### src/logic/pd_rst_regs.svh
// Register offsets, field positions, reset values and counts of the PD reset block
`ifndef PD_RST_REGS_SVH
`define PD_RST_REGS_SVH
// ----------------------------------------------------------
// Register byte offsets
// ----------------------------------------------------------
`define OFS_CTRL        8'h00
`define OFS_CMD         8'h04
`define OFS_COUNT       8'h08
`define OFS_FLAGS       8'h0c
// ----------------------------------------------------------
// Control fields and reset value
// ----------------------------------------------------------
`define CTRL_RP         0
`define CTRL_VCONN_SUP  1
`define CTRL_CAPS_EN    2
`define CTRL_BUSY_ONE   3
`define CTRL_RST        4'h1
// ----------------------------------------------------------
// Command fields (write one to act)
// ----------------------------------------------------------
`define CMD_CABLE       0
`define CMD_OWN_AMS     1
`define CMD_AMS_DONE    2
// ----------------------------------------------------------
// Counter limits
// ----------------------------------------------------------
`define N_BUSY          3'h5
`define N_BUSY_MODE     3'h1
`define N_CAPS          6'h32
`define N_DISC          5'h14
`define N_HARD          2'h2
`define N_MSGID         3'h7
`define N_RETRY         2'h2
// ----------------------------------------------------------
// Timing
// ----------------------------------------------------------
`define T_SOFT_RESET_MS 15
`define CLK_KHZ         100000
`endif

### src/logic/pd_rst_pkg.sv
// Types of the PD reset and counter block
package pd_rst_pkg;
  // Cable Reset preparation, Gray along idle-vconn-send
  typedef enum logic [1:0] {
    CR_IDLE  = 2'b00,
    CR_VCONN = 2'b01,
    CR_SEND  = 2'b11
  } cab_state_t;

  // Event pulses from protocol layer and policy engine
  typedef struct packed {
    logic disc_sent;      // Discover Identity sent to plug
    logic disc_goodcrc;   // GoodCRC to Discover Identity
    logic drs_done;       // Data Role Swap completed
    logic busy_sent;      // Responder Busy reply sent
    logic nonbusy_sent;   // Other reply to structured VDM
    logic msg_acked;      // GoodCRC with matching number
    logic crc_timeout;    // CRC receive timer expired
    logic sr_rx;          // Soft_Reset message received
    logic sr_sent;        // Soft_Reset transmission done
    logic sr_fail;        // Soft Reset exchange failed
    logic hr_rx;          // Hard Reset signalling seen
    logic hr_sent;        // Hard Reset signalling sent
    logic hr_noresp;      // No response after Hard Reset
    logic caps_sent;      // Source_Capabilities sent
    logic prot_err;       // Unexpected message in sequence
    logic vswap_done;     // VCONN Swap finished, we supply
  } evt_t;

  // Sequence context levels
  typedef struct packed {
    logic first_pending;  // First message not yet acked
    logic interruptible;  // Current sequence interruptible
    logic active;         // A sequence is under way
    logic v_transition;   // Supply voltage transitioning
    logic sop_is_sop;     // Exchange uses SOP packets
  } ams_t;

  // Core state held in flip-flops
  typedef struct packed {
    logic [2:0]  msg_id;
    logic [1:0]  retry;
    logic [1:0]  hr_cnt;
    logic [4:0]  disc_cnt;
    logic [2:0]  busy_cnt;
    logic [5:0]  caps_cnt;
    logic        dead;
    logic        dfp;
    logic        vconn_en;
    logic        rp_ok;
    logic        sr_pend;
    logic [20:0] sr_tmr;
    cab_state_t  cab;
    logic        soft_req;
    logic        hard_req;
    logic        cable_req;
    logic        vswap_req;
    logic        to_ready;
    logic        modes_exit;
    logic        sink_may;
  } core_t;
endpackage : pd_rst_pkg

### src/logic/pd_reset_counters.sv
// PD protocol counters, reset policy and collision avoidance with AXI4-Lite registers
`timescale 1ns/1ps
`include "pd_rst_regs.svh"
module pd_reset_counters
  import pd_rst_pkg::*;
#(
  parameter logic [2:0]  BUSY_LIMIT = `N_BUSY,
  parameter logic [5:0]  CAPS_LIMIT = `N_CAPS,
  parameter logic [4:0]  DISC_LIMIT = `N_DISC,
  parameter logic [1:0]  HARD_LIMIT = `N_HARD,
  parameter logic [1:0]  RTRY_LIMIT = `N_RETRY,
  parameter logic [20:0] SR_CYCLES  = 21'(`T_SOFT_RESET_MS * `CLK_KHZ)
) (
  input  wire logic        clk,
  input  wire logic        nrst,
  // AXI4-Lite slave
  input  wire logic [7:0]  s_awaddr,
  input  wire logic        s_awvalid,
  output logic             s_awready,
  input  wire logic [31:0] s_wdata,
  input  wire logic [3:0]  s_wstrb,
  input  wire logic        s_wvalid,
  output logic             s_wready,
  output logic [1:0]       s_bresp,
  output logic             s_bvalid,
  input  wire logic        s_bready,
  input  wire logic [7:0]  s_araddr,
  input  wire logic        s_arvalid,
  output logic             s_arready,
  output logic [31:0]      s_rdata,
  output logic [1:0]       s_rresp,
  output logic             s_rvalid,
  input  wire logic        s_rready,
  // Protocol side
  input  wire evt_t        evt,
  input  wire ams_t        ams,
  input  wire logic        connected,
  input  wire logic        explicit_contract,
  input  wire logic        partner_vconn,
  input  wire logic        rp_seen_ok,
  output logic [2:0]       msg_id,
  output logic             disc_allow,
  output logic             busy_allow,
  output logic             caps_allow,
  output logic             partner_dead,
  output logic             data_dfp,
  output logic             vconn_en,
  output logic             rp_sink_tx_ok,
  output logic             sink_may_start,
  output logic             soft_reset_req,
  output logic             hard_reset_req,
  output logic             cable_reset_req,
  output logic             vconn_swap_req,
  output logic             pe_to_ready,
  output logic             modes_exit
);
  // ----------------------------------------------------------
  // Bus state
  // ----------------------------------------------------------
  logic        aw_got_reg, aw_got_next;   // Write address held
  logic        w_got_reg,  w_got_next;    // Write data held
  logic [7:0]  waddr_reg,  waddr_next;    // Held write address
  logic [31:0] wdata_reg,  wdata_next;    // Held write data
  logic [3:0]  wstrb_reg,  wstrb_next;    // Held byte enables
  logic        awr_reg,    awr_next;      // Address ready
  logic        wr_reg,     wr_next;       // Data ready
  logic        bv_reg,     bv_next;       // Write answer valid
  logic [1:0]  br_reg,     br_next;       // Write answer code
  logic        arr_reg,    arr_next;      // Read address ready
  logic        rv_reg,     rv_next;       // Read answer valid
  logic [31:0] rd_reg,     rd_next;       // Read data
  logic [1:0]  rr_reg,     rr_next;       // Read answer code
  logic [3:0]  ctrl_reg,   ctrl_next;     // Control register
  logic        wr_fire;                   // Write performed now
  logic [2:0]  cmd_pulse;                 // Command strobes

  // ----------------------------------------------------------
  // Core state
  // ----------------------------------------------------------
  core_t st_reg, st_next;                 // All policy state
  logic [2:0] busy_lim;                   // Active busy limit
  logic [2:0] ok_reg, ok_next;            // Limit flags: caps, busy, disc

  // Reset value of the core
  localparam core_t CORE_RST = '{
    dfp: 1'b1, vconn_en: 1'b0, rp_ok: 1'b1, cab: CR_IDLE,
    default: '0};

  // ----------------------------------------------------------
  // Register bus, next values
  // ----------------------------------------------------------
  always_comb begin
    aw_got_next = aw_got_reg;
    w_got_next  = w_got_reg;
    waddr_next  = waddr_reg;
    wdata_next  = wdata_reg;
    wstrb_next  = wstrb_reg;
    bv_next     = bv_reg;
    br_next     = br_reg;
    rv_next     = rv_reg;
    rd_next     = rd_reg;
    rr_next     = rr_reg;
    ctrl_next   = ctrl_reg;
    wr_fire     = 1'b0;
    cmd_pulse   = 3'h0;
    // Capture address and data in either order
    if (s_awvalid && awr_reg) begin
      aw_got_next = 1'b1;
      waddr_next  = s_awaddr;
    end
    if (s_wvalid && wr_reg) begin
      w_got_next = 1'b1;
      wdata_next = s_wdata;
      wstrb_next = s_wstrb;
    end
    // Both halves present: perform and answer
    if (aw_got_reg && w_got_reg && !bv_reg) begin
      wr_fire     = 1'b1;
      aw_got_next = 1'b0;
      w_got_next  = 1'b0;
      bv_next     = 1'b1;
      br_next     = 2'h0;
      case (waddr_reg)
        `OFS_CTRL: begin
          if (wstrb_reg[0]) begin
            ctrl_next = wdata_reg[3:0];
          end
        end
        `OFS_CMD: begin
          if (wstrb_reg[0]) begin
            cmd_pulse = wdata_reg[2:0];
          end
        end
        `OFS_COUNT, `OFS_FLAGS: br_next = 2'h0;   // Read-only, write ignored
        default: br_next = 2'h2;                  // Unmapped address
      endcase
    end
    if (bv_reg && s_bready) bv_next = 1'b0;
    // Read: one cycle from address to data
    if (s_arvalid && arr_reg) begin
      rv_next = 1'b1;
      rr_next = 2'h0;
      case (s_araddr)
        `OFS_CTRL:  rd_next = {28'h0, ctrl_reg};
        `OFS_CMD:   rd_next = 32'h0;
        `OFS_COUNT: rd_next = {11'h0, st_reg.caps_cnt, st_reg.busy_cnt,
                               st_reg.disc_cnt, st_reg.hr_cnt,
                               st_reg.retry, st_reg.msg_id};
        `OFS_FLAGS: rd_next = {24'h0, st_reg.sink_may, st_reg.cab,
                               st_reg.rp_ok, st_reg.vconn_en,
                               st_reg.dfp, st_reg.dead, st_reg.sr_pend};
        default: begin
          rd_next = 32'h0;
          rr_next = 2'h2;           // Unmapped address
        end
      endcase
    end else if (rv_reg && s_rready) begin
      rv_next = 1'b0;
    end
    awr_next = !aw_got_next && !bv_next;
    wr_next  = !w_got_next && !bv_next;
    arr_next = !rv_next;
  end

  // Register bus, flip-flops
  always_ff @(posedge clk) begin
    if (!nrst) begin
      aw_got_reg <= 1'b0;
      w_got_reg  <= 1'b0;
      waddr_reg  <= 8'h00;
      wdata_reg  <= 32'h0;
      wstrb_reg  <= 4'h0;
      awr_reg    <= 1'b0;
      wr_reg     <= 1'b0;
      bv_reg     <= 1'b0;
      br_reg     <= 2'h0;
      arr_reg    <= 1'b0;
      rv_reg     <= 1'b0;
      rd_reg     <= 32'h0;
      rr_reg     <= 2'h0;
      ctrl_reg   <= `CTRL_RST;
    end else begin
      aw_got_reg <= aw_got_next;
      w_got_reg  <= w_got_next;
      waddr_reg  <= waddr_next;
      wdata_reg  <= wdata_next;
      wstrb_reg  <= wstrb_next;
      awr_reg    <= awr_next;
      wr_reg     <= wr_next;
      bv_reg     <= bv_next;
      br_reg     <= br_next;
      arr_reg    <= arr_next;
      rv_reg     <= rv_next;
      rd_reg     <= rd_next;
      rr_reg     <= rr_next;
      ctrl_reg   <= ctrl_next;
    end
  end

  // ----------------------------------------------------------
  // Policy core, next values
  // ----------------------------------------------------------
  always_comb begin
    logic proto_clr;                      // Protocol layer reset
    logic hard_evt;                       // Hard Reset now
    logic sr_bad;                         // Soft Reset failed
    logic cab_ask;                        // Cable Reset wanted
    proto_clr = 1'b0;
    hard_evt  = evt.hr_rx || evt.hr_sent;
    sr_bad    = evt.sr_fail;
    cab_ask   = cmd_pulse[`CMD_CABLE];
    busy_lim  = ctrl_reg[`CTRL_BUSY_ONE] ? `N_BUSY_MODE : BUSY_LIMIT;
    st_next   = st_reg;
    // Pulses last one cycle
    st_next.soft_req   = 1'b0;
    st_next.hard_req   = 1'b0;
    st_next.cable_req  = 1'b0;
    st_next.vswap_req  = 1'b0;
    st_next.to_ready   = 1'b0;
    st_next.modes_exit = 1'b0;
    // Discover Identity count, cleared by swap or reply
    if (evt.drs_done || evt.disc_goodcrc) begin
      st_next.disc_cnt = 5'h0;
    end else if (evt.disc_sent && st_reg.disc_cnt < DISC_LIMIT) begin
      st_next.disc_cnt = st_reg.disc_cnt + 5'h1;
    end
    if (evt.drs_done) st_next.dfp = !st_reg.dfp;
    // Busy reply count
    if (evt.nonbusy_sent) begin
      st_next.busy_cnt = 3'h0;
    end else if (evt.busy_sent && st_reg.busy_cnt < busy_lim) begin
      st_next.busy_cnt = st_reg.busy_cnt + 3'h1;
    end
    // Capabilities count
    if (evt.caps_sent && st_reg.caps_cnt < CAPS_LIMIT) begin
      st_next.caps_cnt = st_reg.caps_cnt + 6'h1;
    end
    // Message number and retries
    if (evt.msg_acked) begin
      st_next.retry  = 2'h0;
      st_next.msg_id = (st_reg.msg_id == `N_MSGID) ? 3'h0 :
                       st_reg.msg_id + 3'h1;
    end else if (evt.crc_timeout) begin
      if (st_reg.retry == RTRY_LIMIT) begin
        st_next.retry = 2'h0;
        // Retries spent: Source starts a Soft Reset
        if (connected && ctrl_reg[`CTRL_RP] && !st_reg.sr_pend) begin
          st_next.soft_req = 1'b1;
          st_next.sr_pend  = 1'b1;
          st_next.sr_tmr   = SR_CYCLES;
          proto_clr        = 1'b1;
        end
      end else begin
        st_next.retry = st_reg.retry + 2'h1;
      end
    end
    // Soft_Reset must leave within its deadline
    if (st_reg.sr_pend) begin
      if (evt.sr_sent) begin
        st_next.sr_pend = 1'b0;
      end else if (st_reg.sr_tmr <= 21'h1) begin
        st_next.sr_pend = 1'b0;
        sr_bad          = 1'b1;
      end else begin
        st_next.sr_tmr = st_reg.sr_tmr - 21'h1;
      end
    end
    // Protocol Error policy
    if (evt.prot_err && ams.active) begin
      if (ams.first_pending) begin
        st_next.to_ready = 1'b1;
      end else if (ams.interruptible) begin
        st_next.to_ready = 1'b1;
      end else if (ams.v_transition) begin
        st_next.hard_req = 1'b1;
      end else begin
        st_next.soft_req = 1'b1;
        proto_clr        = 1'b1;
      end
    end
    // Failed Soft Reset escalates by packet type
    if (sr_bad) begin
      if (ams.sop_is_sop) begin
        st_next.hard_req = 1'b1;
      end else begin
        cab_ask = 1'b1;
      end
    end
    // Received Soft_Reset: clear before Accept goes out
    if (evt.sr_rx) proto_clr = 1'b1;
    // Hard Reset without answer: retry or give up
    if (evt.hr_noresp) begin
      if (st_reg.hr_cnt < HARD_LIMIT) begin
        st_next.hr_cnt   = st_reg.hr_cnt + 2'h1;
        st_next.hard_req = 1'b1;
      end else begin
        st_next.dead = 1'b1;
      end
    end
    // Hard Reset reverts port to termination defaults
    if (hard_evt) begin
      proto_clr          = 1'b1;
      st_next.sr_pend    = 1'b0;
      st_next.caps_cnt   = 6'h0;
      st_next.dfp        = ctrl_reg[`CTRL_RP];
      st_next.vconn_en   = ctrl_reg[`CTRL_RP] &&
                           ctrl_reg[`CTRL_VCONN_SUP];
      st_next.modes_exit = 1'b1;
      st_next.rp_ok      = 1'b1;
      st_next.cab        = CR_IDLE;
    end
    // Source collision avoidance on Rp
    if (cmd_pulse[`CMD_OWN_AMS]) begin
      st_next.rp_ok = 1'b0;
    end else if (cmd_pulse[`CMD_AMS_DONE]) begin
      st_next.rp_ok = 1'b1;
    end
    // Sink may only start when the Source shows SinkTxOk
    st_next.sink_may = !ctrl_reg[`CTRL_RP] && rp_seen_ok;
    // Cable Reset preparation
    case (st_reg.cab)
      CR_IDLE: begin
        if (cab_ask && st_reg.dfp && explicit_contract && !hard_evt) begin
          if (st_reg.vconn_en) begin
            st_next.cab = CR_SEND;
          end else if (partner_vconn) begin
            st_next.vswap_req = 1'b1;
            st_next.cab       = CR_VCONN;
          end else begin
            st_next.vconn_en = 1'b1;
            st_next.cab      = CR_SEND;
          end
        end
      end
      CR_VCONN: begin
        if (evt.vswap_done && !hard_evt) begin
          st_next.vconn_en = 1'b1;
          st_next.cab      = CR_SEND;
        end
      end
      CR_SEND: begin
        if (!hard_evt) begin
          st_next.cable_req  = 1'b1;
          st_next.modes_exit = 1'b1;
          st_next.cab        = CR_IDLE;
          proto_clr          = 1'b1;
        end
      end
      default: st_next.cab = CR_IDLE;
    endcase
    // Protocol layer reset wins over counting
    if (proto_clr) begin
      st_next.msg_id = 3'h0;
      st_next.retry  = 2'h0;
    end
    ok_next[0] = st_next.disc_cnt < DISC_LIMIT;
    ok_next[1] = st_next.busy_cnt < (ctrl_next[`CTRL_BUSY_ONE] ? `N_BUSY_MODE : BUSY_LIMIT);
    ok_next[2] = !ctrl_next[`CTRL_CAPS_EN] || st_next.caps_cnt < CAPS_LIMIT;
  end

  // Policy core, flip-flops
  always_ff @(posedge clk) begin
    if (!nrst) begin
      st_reg <= CORE_RST;
      ok_reg <= 3'h7;
    end else begin
      st_reg <= st_next;
      ok_reg <= ok_next;
    end
  end

  // ----------------------------------------------------------
  // Outputs, each straight from a flip-flop
  // ----------------------------------------------------------
  assign s_awready       = awr_reg;
  assign s_wready        = wr_reg;
  assign s_bvalid        = bv_reg;
  assign s_bresp         = br_reg;
  assign s_arready       = arr_reg;
  assign s_rvalid        = rv_reg;
  assign s_rdata         = rd_reg;
  assign s_rresp         = rr_reg;
  assign msg_id          = st_reg.msg_id;
  assign partner_dead    = st_reg.dead;
  assign data_dfp        = st_reg.dfp;
  assign vconn_en        = st_reg.vconn_en;
  assign rp_sink_tx_ok   = st_reg.rp_ok;
  assign sink_may_start  = st_reg.sink_may;
  assign soft_reset_req  = st_reg.soft_req;
  assign hard_reset_req  = st_reg.hard_req;
  assign cable_reset_req = st_reg.cable_req;
  assign vconn_swap_req  = st_reg.vswap_req;
  assign pe_to_ready     = st_reg.to_ready;
  assign modes_exit      = st_reg.modes_exit;
  assign disc_allow      = ok_reg[0];
  assign busy_allow      = ok_reg[1];
  assign caps_allow      = ok_reg[2];
endmodule : pd_reset_counters

### config.mk
export PLATFORM = sky130hd
export DESIGN_NAME = pd_reset_counters
export DESIGN_NICKNAME = d
export VERILOG_FILES = /design/src/logic/pd_rst_pkg.sv /design/src/logic/pd_reset_counters.sv
export VERILOG_INCLUDE_DIRS = /design/src /design/src/logic
export SDC_FILE = /design/constraint.sdc
export NUM_CORES = 1
export LEC_CHECK = 0
export BUFFER_PORTS_ARGS = -buffer_cell sky130_fd_sc_hd__buf_2
export CAP_MARGIN = 20
export CORE_MARGIN = 4
export CORE_UTILIZATION = 30
export DETAILED_ROUTE_END_ITERATION = 8
export PLACE_DENSITY_LB_ADDON = 0.15
export SYNTH_ARGS = -nofsm -noshare
export SYNTH_HDL_FRONTEND = slang
export SYNTH_SLANG_ARGS = --single-unit
### constraint.sdc
create_clock -name clk -period 2.5 [get_ports clk]
set_input_delay 0.5 -clock clk [delete_from_list [all_inputs] [get_ports clk]]
set_output_delay 0.5 -clock clk [all_outputs]
set_load 0.1 [all_outputs]
# Yosys cells after proc, flatten, opt, wreduce, memory -nomap -nowiden
# Cells that the tools add are included.
# classes
n_addsub,7
n_reduce_logical,50
order_cmp,8
eq_ne,10
bitwise,4
mux,84
# op_table
op,n
22-bit two-way mux,5
21-bit one-hot mux with 3 select lines,1
1-bit two-way mux,46
21-bit two-way mux,2
"8-bit by 4-bit == test with 1-bit output, second input constant",4
2-bit two-way mux,12
3-bit two-way mux,8
"21-bit by 1-bit <= comparator with 1-bit output, second input constant",1
1-bit logical AND,21
"21-bit by 1-bit subtractor with 21-bit output, second input constant",1
"8-bit by 3-bit == test with 1-bit output, second input constant",2
8-bit zero test,2
4-bit two-way mux,4
"6-bit less-than comparator, second input constant",2
6-bit two-way mux,2
4-bit OR reduction,3
1-bit zero test,10
"5-bit less-than comparator, second input constant",2
5-bit two-way mux,2
2-bit AND reduction,4
"3-bit by 1-bit adder with 3-bit output, second input constant",2
"6-bit by 1-bit adder with 6-bit output, second input constant",1
3-bit less-than comparator,2
2-bit one-hot mux with 3 select lines,1
other kinds (15),23
# word_totals
in_bits,84
regBits,119
out_inout_bits,58
word_cells,199

# Logic depth before layout (Yosys ltp)
# Gate-level depths: netlist of the first run.
# depth
ltp_word,15
ltp_mapped,10
ltp_nobuf,10

# Worst setup path after synthesis of the first run
# Ideal clock, no wire load.
# synth_timing
path_type,reg-to-reg
start,register bv_reg (netlist: s_bvalid)
end,register ok_reg[1]
synth_period_minus_slack_ps,2471
setup_slack_ps,29
n_path_buf,0
path_stages_with_launch,9
t_arrival_ps,2334
setup_time_ps,137
t_required_ps,2363
cell_sequence,dfxtp_1 -> and3b_1 -> nand4_1 -> nor2_1 -> mux2_2 -> ha_1 -> inv_1 -> a2111oi_0 -> o21ai_0
# synth_via
elab_chain_len,5
# synth_lines
element,line,source
start: declaration,pd_reset_counters.sv:67,"logic bv_reg, bv_next;"
start signal: assignment,pd_reset_counters.sv:190,bv_reg <= bv_next;
1-bit zero test,pd_reset_counters.sv:117,if (aw_got_reg && w_got_reg && !bv_reg) begin
1-bit logical AND,pd_reset_counters.sv:117,
4-bit two-way mux,pd_reset_counters.sv:117,
named net ctrl_next[3],pd_reset_counters.sv:73,"logic [3:0] ctrl_reg, ctrl_next;"
3-bit two-way mux,pd_reset_counters.sv:357,ok_next[1] = st_next.busy_cnt < (ctrl_next[`CTRL_BUSY_ONE] ? `N_BUSY_MODE : BUSY_LIMIT);
3-bit less-than comparator,pd_reset_counters.sv:357,
end signal: assignment,pd_reset_counters.sv:368,ok_reg <= ok_next;
end: declaration,pd_reset_counters.sv:82,"logic [2:0] ok_reg, ok_next;"
# The timed path passes the listed nets, and every way through them passes these cells.
# A chain may end at the register's enable or synchronous reset.

# Worst setup path after layout of the first run
# layout_timing
start,register waddr_reg[7]
end,register ok_reg[1]
# layout_via
elab_chain_len,5
# layout_lines
element,line,source
start: declaration,pd_reset_counters.sv:62,"logic [7:0] waddr_reg, waddr_next;"
start signal: assignment,pd_reset_counters.sv:185,waddr_reg <= waddr_next;
8-bit zero test,pd_reset_counters.sv:123,case (waddr_reg)
4-bit two-way mux,pd_reset_counters.sv:123,
4-bit two-way mux,pd_reset_counters.sv:117,
named net ctrl_next[3],pd_reset_counters.sv:73,
3-bit two-way mux,pd_reset_counters.sv:357,
3-bit less-than comparator,pd_reset_counters.sv:357,
# The timed path passes the listed nets, and every way through them passes these cells.

==> run metrics, run 1 <==
Yosys warnings 0; Post-DRT Antenna Nets 0; Main synth FF type dfxtp_1; final hold violation count 0; post-layout min period 2.22 ns; Synth-to-Final Area Change 20.6%; detailed placement HPWL 9.27 mm; share of synthesized registers carrying an async set or reset 0; CTS tree yes; worst setup path class flip-flop to flip-flop; Skew-Pair Late Insertion Delay 0.35 ns; die height 133 um; Synth cell types 63; max reg flops between 40 and 50; Power Internal 2.49 mW; share of total power in sequential cells 0.501; starting density of the core 0.308; # port buffers 97; fin crit share 0.888; Post-synth EDFFs 0; DRT iter0 DRCs 267; core area approximately 0.015 sq mm; startpoint types flip-flop; Avg WL per Cell 14.6 um; fin util 0.372; most common cell after layout, fill and taps aside dfxtp_1; switching pwr 0.992 mW; Peak VDD IR slightly above 0.0004 V; Endpoint, Worst Hold st_reg[47]; critical path depth 8; post-synthesis cell count 533; hold path cells 2; clock network fraction of total power 0.386; WL final 12.4 mm; clk_skew 0.00654 ns; post-CTS setup buffers 0; #FFs+latches synth 106; worst hold path class input pin to flip-flop; GRT Total Usage 0.139; clk slew on worst S/H paths 0.07 ns; Slew @ Worst Pin roughly 0.8 ns; Post-Syn Area per Cell 8.83 sq um; combinational share of power 0.112; drt drc 0; Top Ports 142; DR vias/cell between 4 and 5; critical path data arrival time 2.45 ns; via count 4,134; die width 133 um; Synth area leader dfxtp_1; CP max stage delay 0.37 ns; power per cell area 614 mW/mm^2; Syn Std Cell Area 0.00471 sq mm; layout cells sized above 1 0.227; synth top area cells dfxtp_1 45%, nor2_1 6.7%, a21oi_1 4.5%; Switching Share 0.284; Final setup viols 0; first-pass GRT wire length 20.2 mm; reg2reg setup slack roughly 0.28 ns; vias in the first global route 3,968; setup_tns 0 ns; Peak Freq around 0.45 GHz; number of CTS-inserted buffers 9; crit path cell chain nor4_2, nand4_1, nor2_1, mux2_2, ha_1, inv_1, a2111oi_0, o21ai_0; Crit Reg-Reg Startpoint waddr_reg[7]; Site Rows 45; WP buf/inv 1; Max Fanout on Critical Path 2; Slew Limit Headroom 0.459; Worst R2R Path Depth 8; DR pass1 iterations 4; Worst Hold Launch evt[14]; antenna violations before repair 1; most frequent cells in the layout 106 x dfxtp_1, 97 x buf_2, 84 x nor2_1; CP top delay family simple AND/OR/NAND/NOR gates; largest net degree at the start of global routing 41; R2R Path End ok_reg[1]; GRT Residual Overflow 0; max cap viols 0; crit end category flip-flop; Worst path slowest cell mux2_2; Root Driver clkbuf_16; RSZ-0062 raised after global routing false; leak pwr 2.44 nW; Nets 722; Die ar. 0.0178 sq mm; GP Congestion between 0.7 and 0.8; H-Tree Depth 3; Final Max Tran Viols 0; status finished clean; Worst EP required 2.73 ns; share of the synthesized area in the top cell type 0.451; Seq/Total Area, Yosys 0.451; maximum buffer depth of the clock tree 2; clock sinks 106
-- cells in the mapped netlist, types with 2 or more instances --
cell       number
mux2_2          6
xor2_1          8
dfxtp_1       106
and3_1          6
o41ai_1         2
buf_2           2
nand2_1        49
o2111ai_1       2
nand2b_1        7
o31ai_1         3
o21a_1          2
xnor2_1         4
clkbuf_1       17
nor4_1          5
or3_1           9
a22oi_1        17
nor2b_1         6
o2111a_1        2
nor3b_1         2
nor2_1         84
nor4bb_1        2
and3b_1         2
nand3b_1        2
nand3_1        21
nor4_4          3
a311oi_1        2
nor3_1         10
a21oi_1        42
o211a_1         4
a2111oi_0       2
mux2i_1        13
nand4_1         4
inv_1          10
o21ai_0        14
and2_1          6
buf_4          16
a211oi_1        3
a31oi_1         4
ha_1            9
o211ai_1        2
-- power by group through the flow --
stage / Sequential [mW] / Combinational, mW / Clock (mW)
floorplan: 1.87 / 0.216 / 0
global placement: 1.78 / 0.389 / 0
detailed placement: 1.79 / 0.392 / 0
CTS: 1.75 / 0.393 / 1.40
global route: 1.75 / 0.421 / 1.47
finish: 1.75 / 0.392 / 1.35
-- metrics by stage --
step	hold WS (ns)	power (mW)	setup slack (ns)	cells	cell area [sq um]
after CTS	0.309	3.54	0.154	845	5670
after floorplan	0.432	2.09	0.0292	545	4750
after global routing	0.310	3.64	0.0747	846	5670
after global placement	0.446	2.17	0.234	829	5390
after detailed placement	0.455	2.18	0.165	829	5390
final	0.326	3.49	0.280	846	5670
-- final cells by class --
class	instances	area (sq um)
diodes	1	2.50
clock buffers	9	225
clock inverters	7	51.3
fillers	1588	9580
inverters	11	41.3
multi-input cells	393	2400
flip-flops and latches	106	2120
well taps	211	264
repair buffers	108	568
-- worst max path at each step --
stage                 startpoint        end  slack, ns
floorplan               s_bvalid  ok_reg[1]       0.03
global placement    waddr_reg[7]  ok_reg[1]       0.23
detailed placement  waddr_reg[7]  ok_reg[1]       0.16
CTS                 waddr_reg[7]  ok_reg[1]       0.15
global route        waddr_reg[7]  ok_reg[1]       0.07
finish              waddr_reg[7]  ok_reg[1]       0.28
-- timing repair --
action	4_1_cts	5_1_grt
endpoints found under the hold margin	0	0
endpoints found under the setup margin	0	1
resized for setup	0	1
hold buffers	0	0
-- kinds of logic after synthesis --
logic type	Yosys count	share of synthesized area
buffers and inverters	46	0.0500
other	1	0.000797
multiplexers	19	0.0420
AND/OR/NAND/NOR	227	0.247
AO/OA/AOI/OAI	113	0.163
XOR/XNOR	12	0.0223
flip-flops	106	0.451
adder cells (fa/ha/maj)	9	0.0239
-- layer usage --
metal / global-route usage / wire length (um) / vias to the layer above
met2: 0.213 / 5520 / 98
met5: 0 / 0 / -
met4: 0.0531 / 175 / 0
li1: - / - / 2066
met1: 0.189 / 6010 / 1958
met3: 0.0321 / 646 / 12
No activity file was read; power rests on OpenSTA's default activity.
==> run 2, diff against run 1 <==
- ABC_AREA: default -> 1
==> run 2 against run 1 <==
Against the previous run:
- utilization decreased by 0.23 points
- total power is 14% higher
- final cell count rose by 18%
- count of clock-buffer cells in the layout stayed put
- highest routed layer is now met5
- synthesized cell count increased by 28%
- via count up 9.5%
==> run metrics, run 2 <==
status finished clean; largest net degree at the start of global routing 51 (+24%); Post-DRT Antenna Nets 0 (unchanged); first-pass GRT wire length 21.1 mm (+4.6%); Worst EP required 2.79 ns (+0.06 ns); antenna violations before repair 1 (unchanged); leak pwr 2.70 nW (+11%); drt drc 0 (unchanged); number of CTS-inserted buffers 9 (unchanged); RSZ-0062 raised after global routing false; post-layout min period 2.01 ns (-0.208 ns); synth cell count leaders 138 x nand2_1, 106 x dfxtp_1, 104 x nor2_1; via count 4,525 (+9.5%); fin util 0.370 (-0.00231); DR pass1 iterations 4 (unchanged); Peak Freq 0.497 GHz (+10%); core area 0.0159 sq mm (+4.5%); GRT Total Usage 0.145 (+0.00612); switching pwr 1.13 mW (+14%); post-synthesis cell count 682 (+28%); CTS tree yes; Switching Share 0.286 (+0.00134); Final setup viols 0 (unchanged); Seq/Total Area, Yosys 0.434 (-0.0166); maximum buffer depth of the clock tree 2 (unchanged); R2R Path End ok_reg[1]; crit path cell chain nor2_1, nand3_1, nor3_1, nand2_1, o21ai_0, inv_1, ha_1, a21o_1, nand2_1; Final Max Tran Viols 0 (unchanged); power per cell area 672 mW/mm^2 (+9.4%); detailed placement HPWL 9.99 mm (+7.7%); Main synth FF type dfxtp_1; # port buffers 97 (unchanged); share of total power in sequential cells 0.446 (-0.055); CP top delay family simple AND/OR/NAND/NOR gates; startpoint types flip-flop; Peak VDD IR 0.000448 V (+11%); Top Ports 142 (unchanged); Worst R2R Path Depth 9 (+1); die width 136 um (+1.8%); starting density of the core 0.306 (-0.00194); WP buf/inv 1 (unchanged); #FFs+latches synth 106 (unchanged); Power Internal 2.83 mW (+13%); Syn Std Cell Area 0.00489 sq mm (+3.8%); Skew-Pair Late Insertion Delay 0.35 ns (about the same); final hold violation count 0 (unchanged); Site Rows 46 (+2.2%); reg2reg setup slack 0.49 ns (+0.21 ns); die height 136 um (+1.8%); Yosys warnings 0 (unchanged); clock sinks 106 (unchanged); Nets 871 (+21%); post-route design area 0.00589 sq mm (+3.8%); DR vias/cell 4.53 (-7.3%); fin crit share 0.805 (-0.0832); clk_skew 0.00339 ns (-0.00315 ns); DRT iter0 DRCs 192 (-28%); Crit Reg-Reg Startpoint waddr_reg[0]; Synth area leader dfxtp_1; clock network fraction of total power 0.421 (+0.035); Max Fanout on Critical Path 7 (+5); worst setup path class flip-flop to flip-flop; most common cell after layout, fill and taps aside nand2_1; most frequent cells in the layout 138 x nand2_1, 106 x dfxtp_1, 104 x nor2_1; Worst path slowest cell dfxtp_1; max reg flops 42 (unchanged); Inserted Diodes 0 (-1); setup_tns 0 ns (unchanged); Post-synth EDFFs 0 (unchanged); Endpoint, Worst Hold st_reg[43]; CP max stage delay 0.31 ns (-0.06 ns); placed inst area 0.00554 sq mm (+2.9%); share of synthesized registers carrying an async set or reset 0 (unchanged); WL final 13.1 mm (+5.7%); Synth cell types 43 (-32%); post-CTS setup buffers 0 (unchanged); max cap viols 0 (unchanged); share of the synthesized area in the top cell type 0.434 (-0.0166); Post-Syn Area per Cell 7.16 sq um (-19%); Worst Hold Launch evt[11]; cts repair resizes 0 (unchanged); GP Congestion 0.809 (+1.7%); hold path cells 2 (unchanged); GRT Residual Overflow 0 (unchanged); vias in the first global route 4,304 (+8.5%); Avg WL per Cell 13.1 um (-10%); most used cell, CP nand2_1; Hold Buf Count CTS 0 (unchanged); Root Driver clkbuf_16; clk slew on worst S/H paths 0.07 ns (about the same); layout cells sized above 1 0.190 (-0.0368); worst hold path class input pin to flip-flop; H-Tree Depth 3 (unchanged); Synth-to-Final Area Change 20.6% (about the same); combinational share of power 0.133 (+0.021); Slew Limit Headroom 0.657 (+0.198); crit end category flip-flop; critical path data arrival time 2.30 ns (-0.15 ns); Die ar. 0.0184 sq mm (+3.6%); Slew @ Worst Pin 0.518 ns (-0.291 ns); cell with the most instances after synthesis nand2_1; synth top area cells dfxtp_1 43%, nand2_1 11%, nor2_1 8.0%
run 2: cell types whose count changed after synthesis, sizes merged, moves of 8 or more:
cell    change
a21oi      +14
a22oi      -16
clkbuf      -9
inv        +61
mux2i      -13
nand2      +94
nand3      +12
nor2       +31
o21ai      +40
or3         -8
run 2: power by group through the flow:
stage               registers [mW]  clock network [mW]  logic (mW)
global route                  1.77                1.80       0.567
floorplan                     1.99                   0       0.239
detailed placement            1.81                   0       0.529
global placement              1.81                   0       0.525
CTS                           1.77                1.72       0.530
finish                        1.77                1.67       0.527
run 2: cell families (layout without fill, tap and decap cells):
logic type | Yosys count | after routing | share of synthesized area
AND/OR/NAND/NOR | 326 | 326 | 0.290
adder cells (fa/ha/maj) | 9 | 9 | 0.0230
buffers and inverters | 104 | 193 | 0.0968
other | 1 | 13 | 0.000768
AO/OA/AOI/OAI | 127 | 127 | 0.139
flip-flops | 106 | 106 | 0.434
XOR/XNOR | 9 | 9 | 0.0161
run 2: stage by stage:
stage	total power [mW]	setup WS, ns	instances	hold slack, ns
detailed placement	2.34	0.515	983	0.455
CTS	4.02	0.498	999	0.326
finish	3.96	0.488	999	0.343
floorplan	2.23	0.274	694	0.431
global placement	2.33	0.569	983	0.442
global route	4.14	0.224	999	0.337
run 2: area by class of cell:
cell class	instances	area (sq um)
Multi-Input combinational cell	484	2340
Inverter	73	277
Timing Repair Buffer	104	538
Fill cell	1724	10100
Clock buffer	9	225
Clock inverter	7	124
Tap cell	216	270
Sequential cell	106	2120
run 2: worst max-delay path by stage:
stage / from / to / slack, ns / cells past startpoint
6_report: waddr_reg[0] / ok_reg[1] / 0.49 / 9
5_1_grt: waddr_reg[7] / ok_reg[1] / 0.22 / 9
4_1_cts: waddr_reg[0] / ok_reg[1] / 0.50 / 9
3_3_place_gp: s_araddr[1] / s_rdata[3] / 0.57 / 9
3_5_place_dp: waddr_reg[7] / ok_reg[1] / 0.51 / 9
2_1_floorplan: s_bvalid / ok_reg[1] / 0.27 / 10
run 2: per-layer routing:
metal  part of all wire  track usage  routed length (um)  up-vias
met5             0.0015            0                  20        -
met4              0.016       0.0454                 207        2
met3              0.057       0.0360                 739       19
met2               0.46        0.238                6030      100
met1               0.46        0.187                6060     2043
li1                   -            -                   -     2361
run 2: worst reg2reg max path, cell delays in order, from the launching register on:
cell     delay (ns)
dfxtp_1        0.31
nor2_1         0.11
nand3_1        0.10
nor3_1         0.31
nand2_1        0.24
o21ai_0        0.29
inv_1          0.07
ha_1           0.28
a21o_1         0.18
nand2_1        0.05
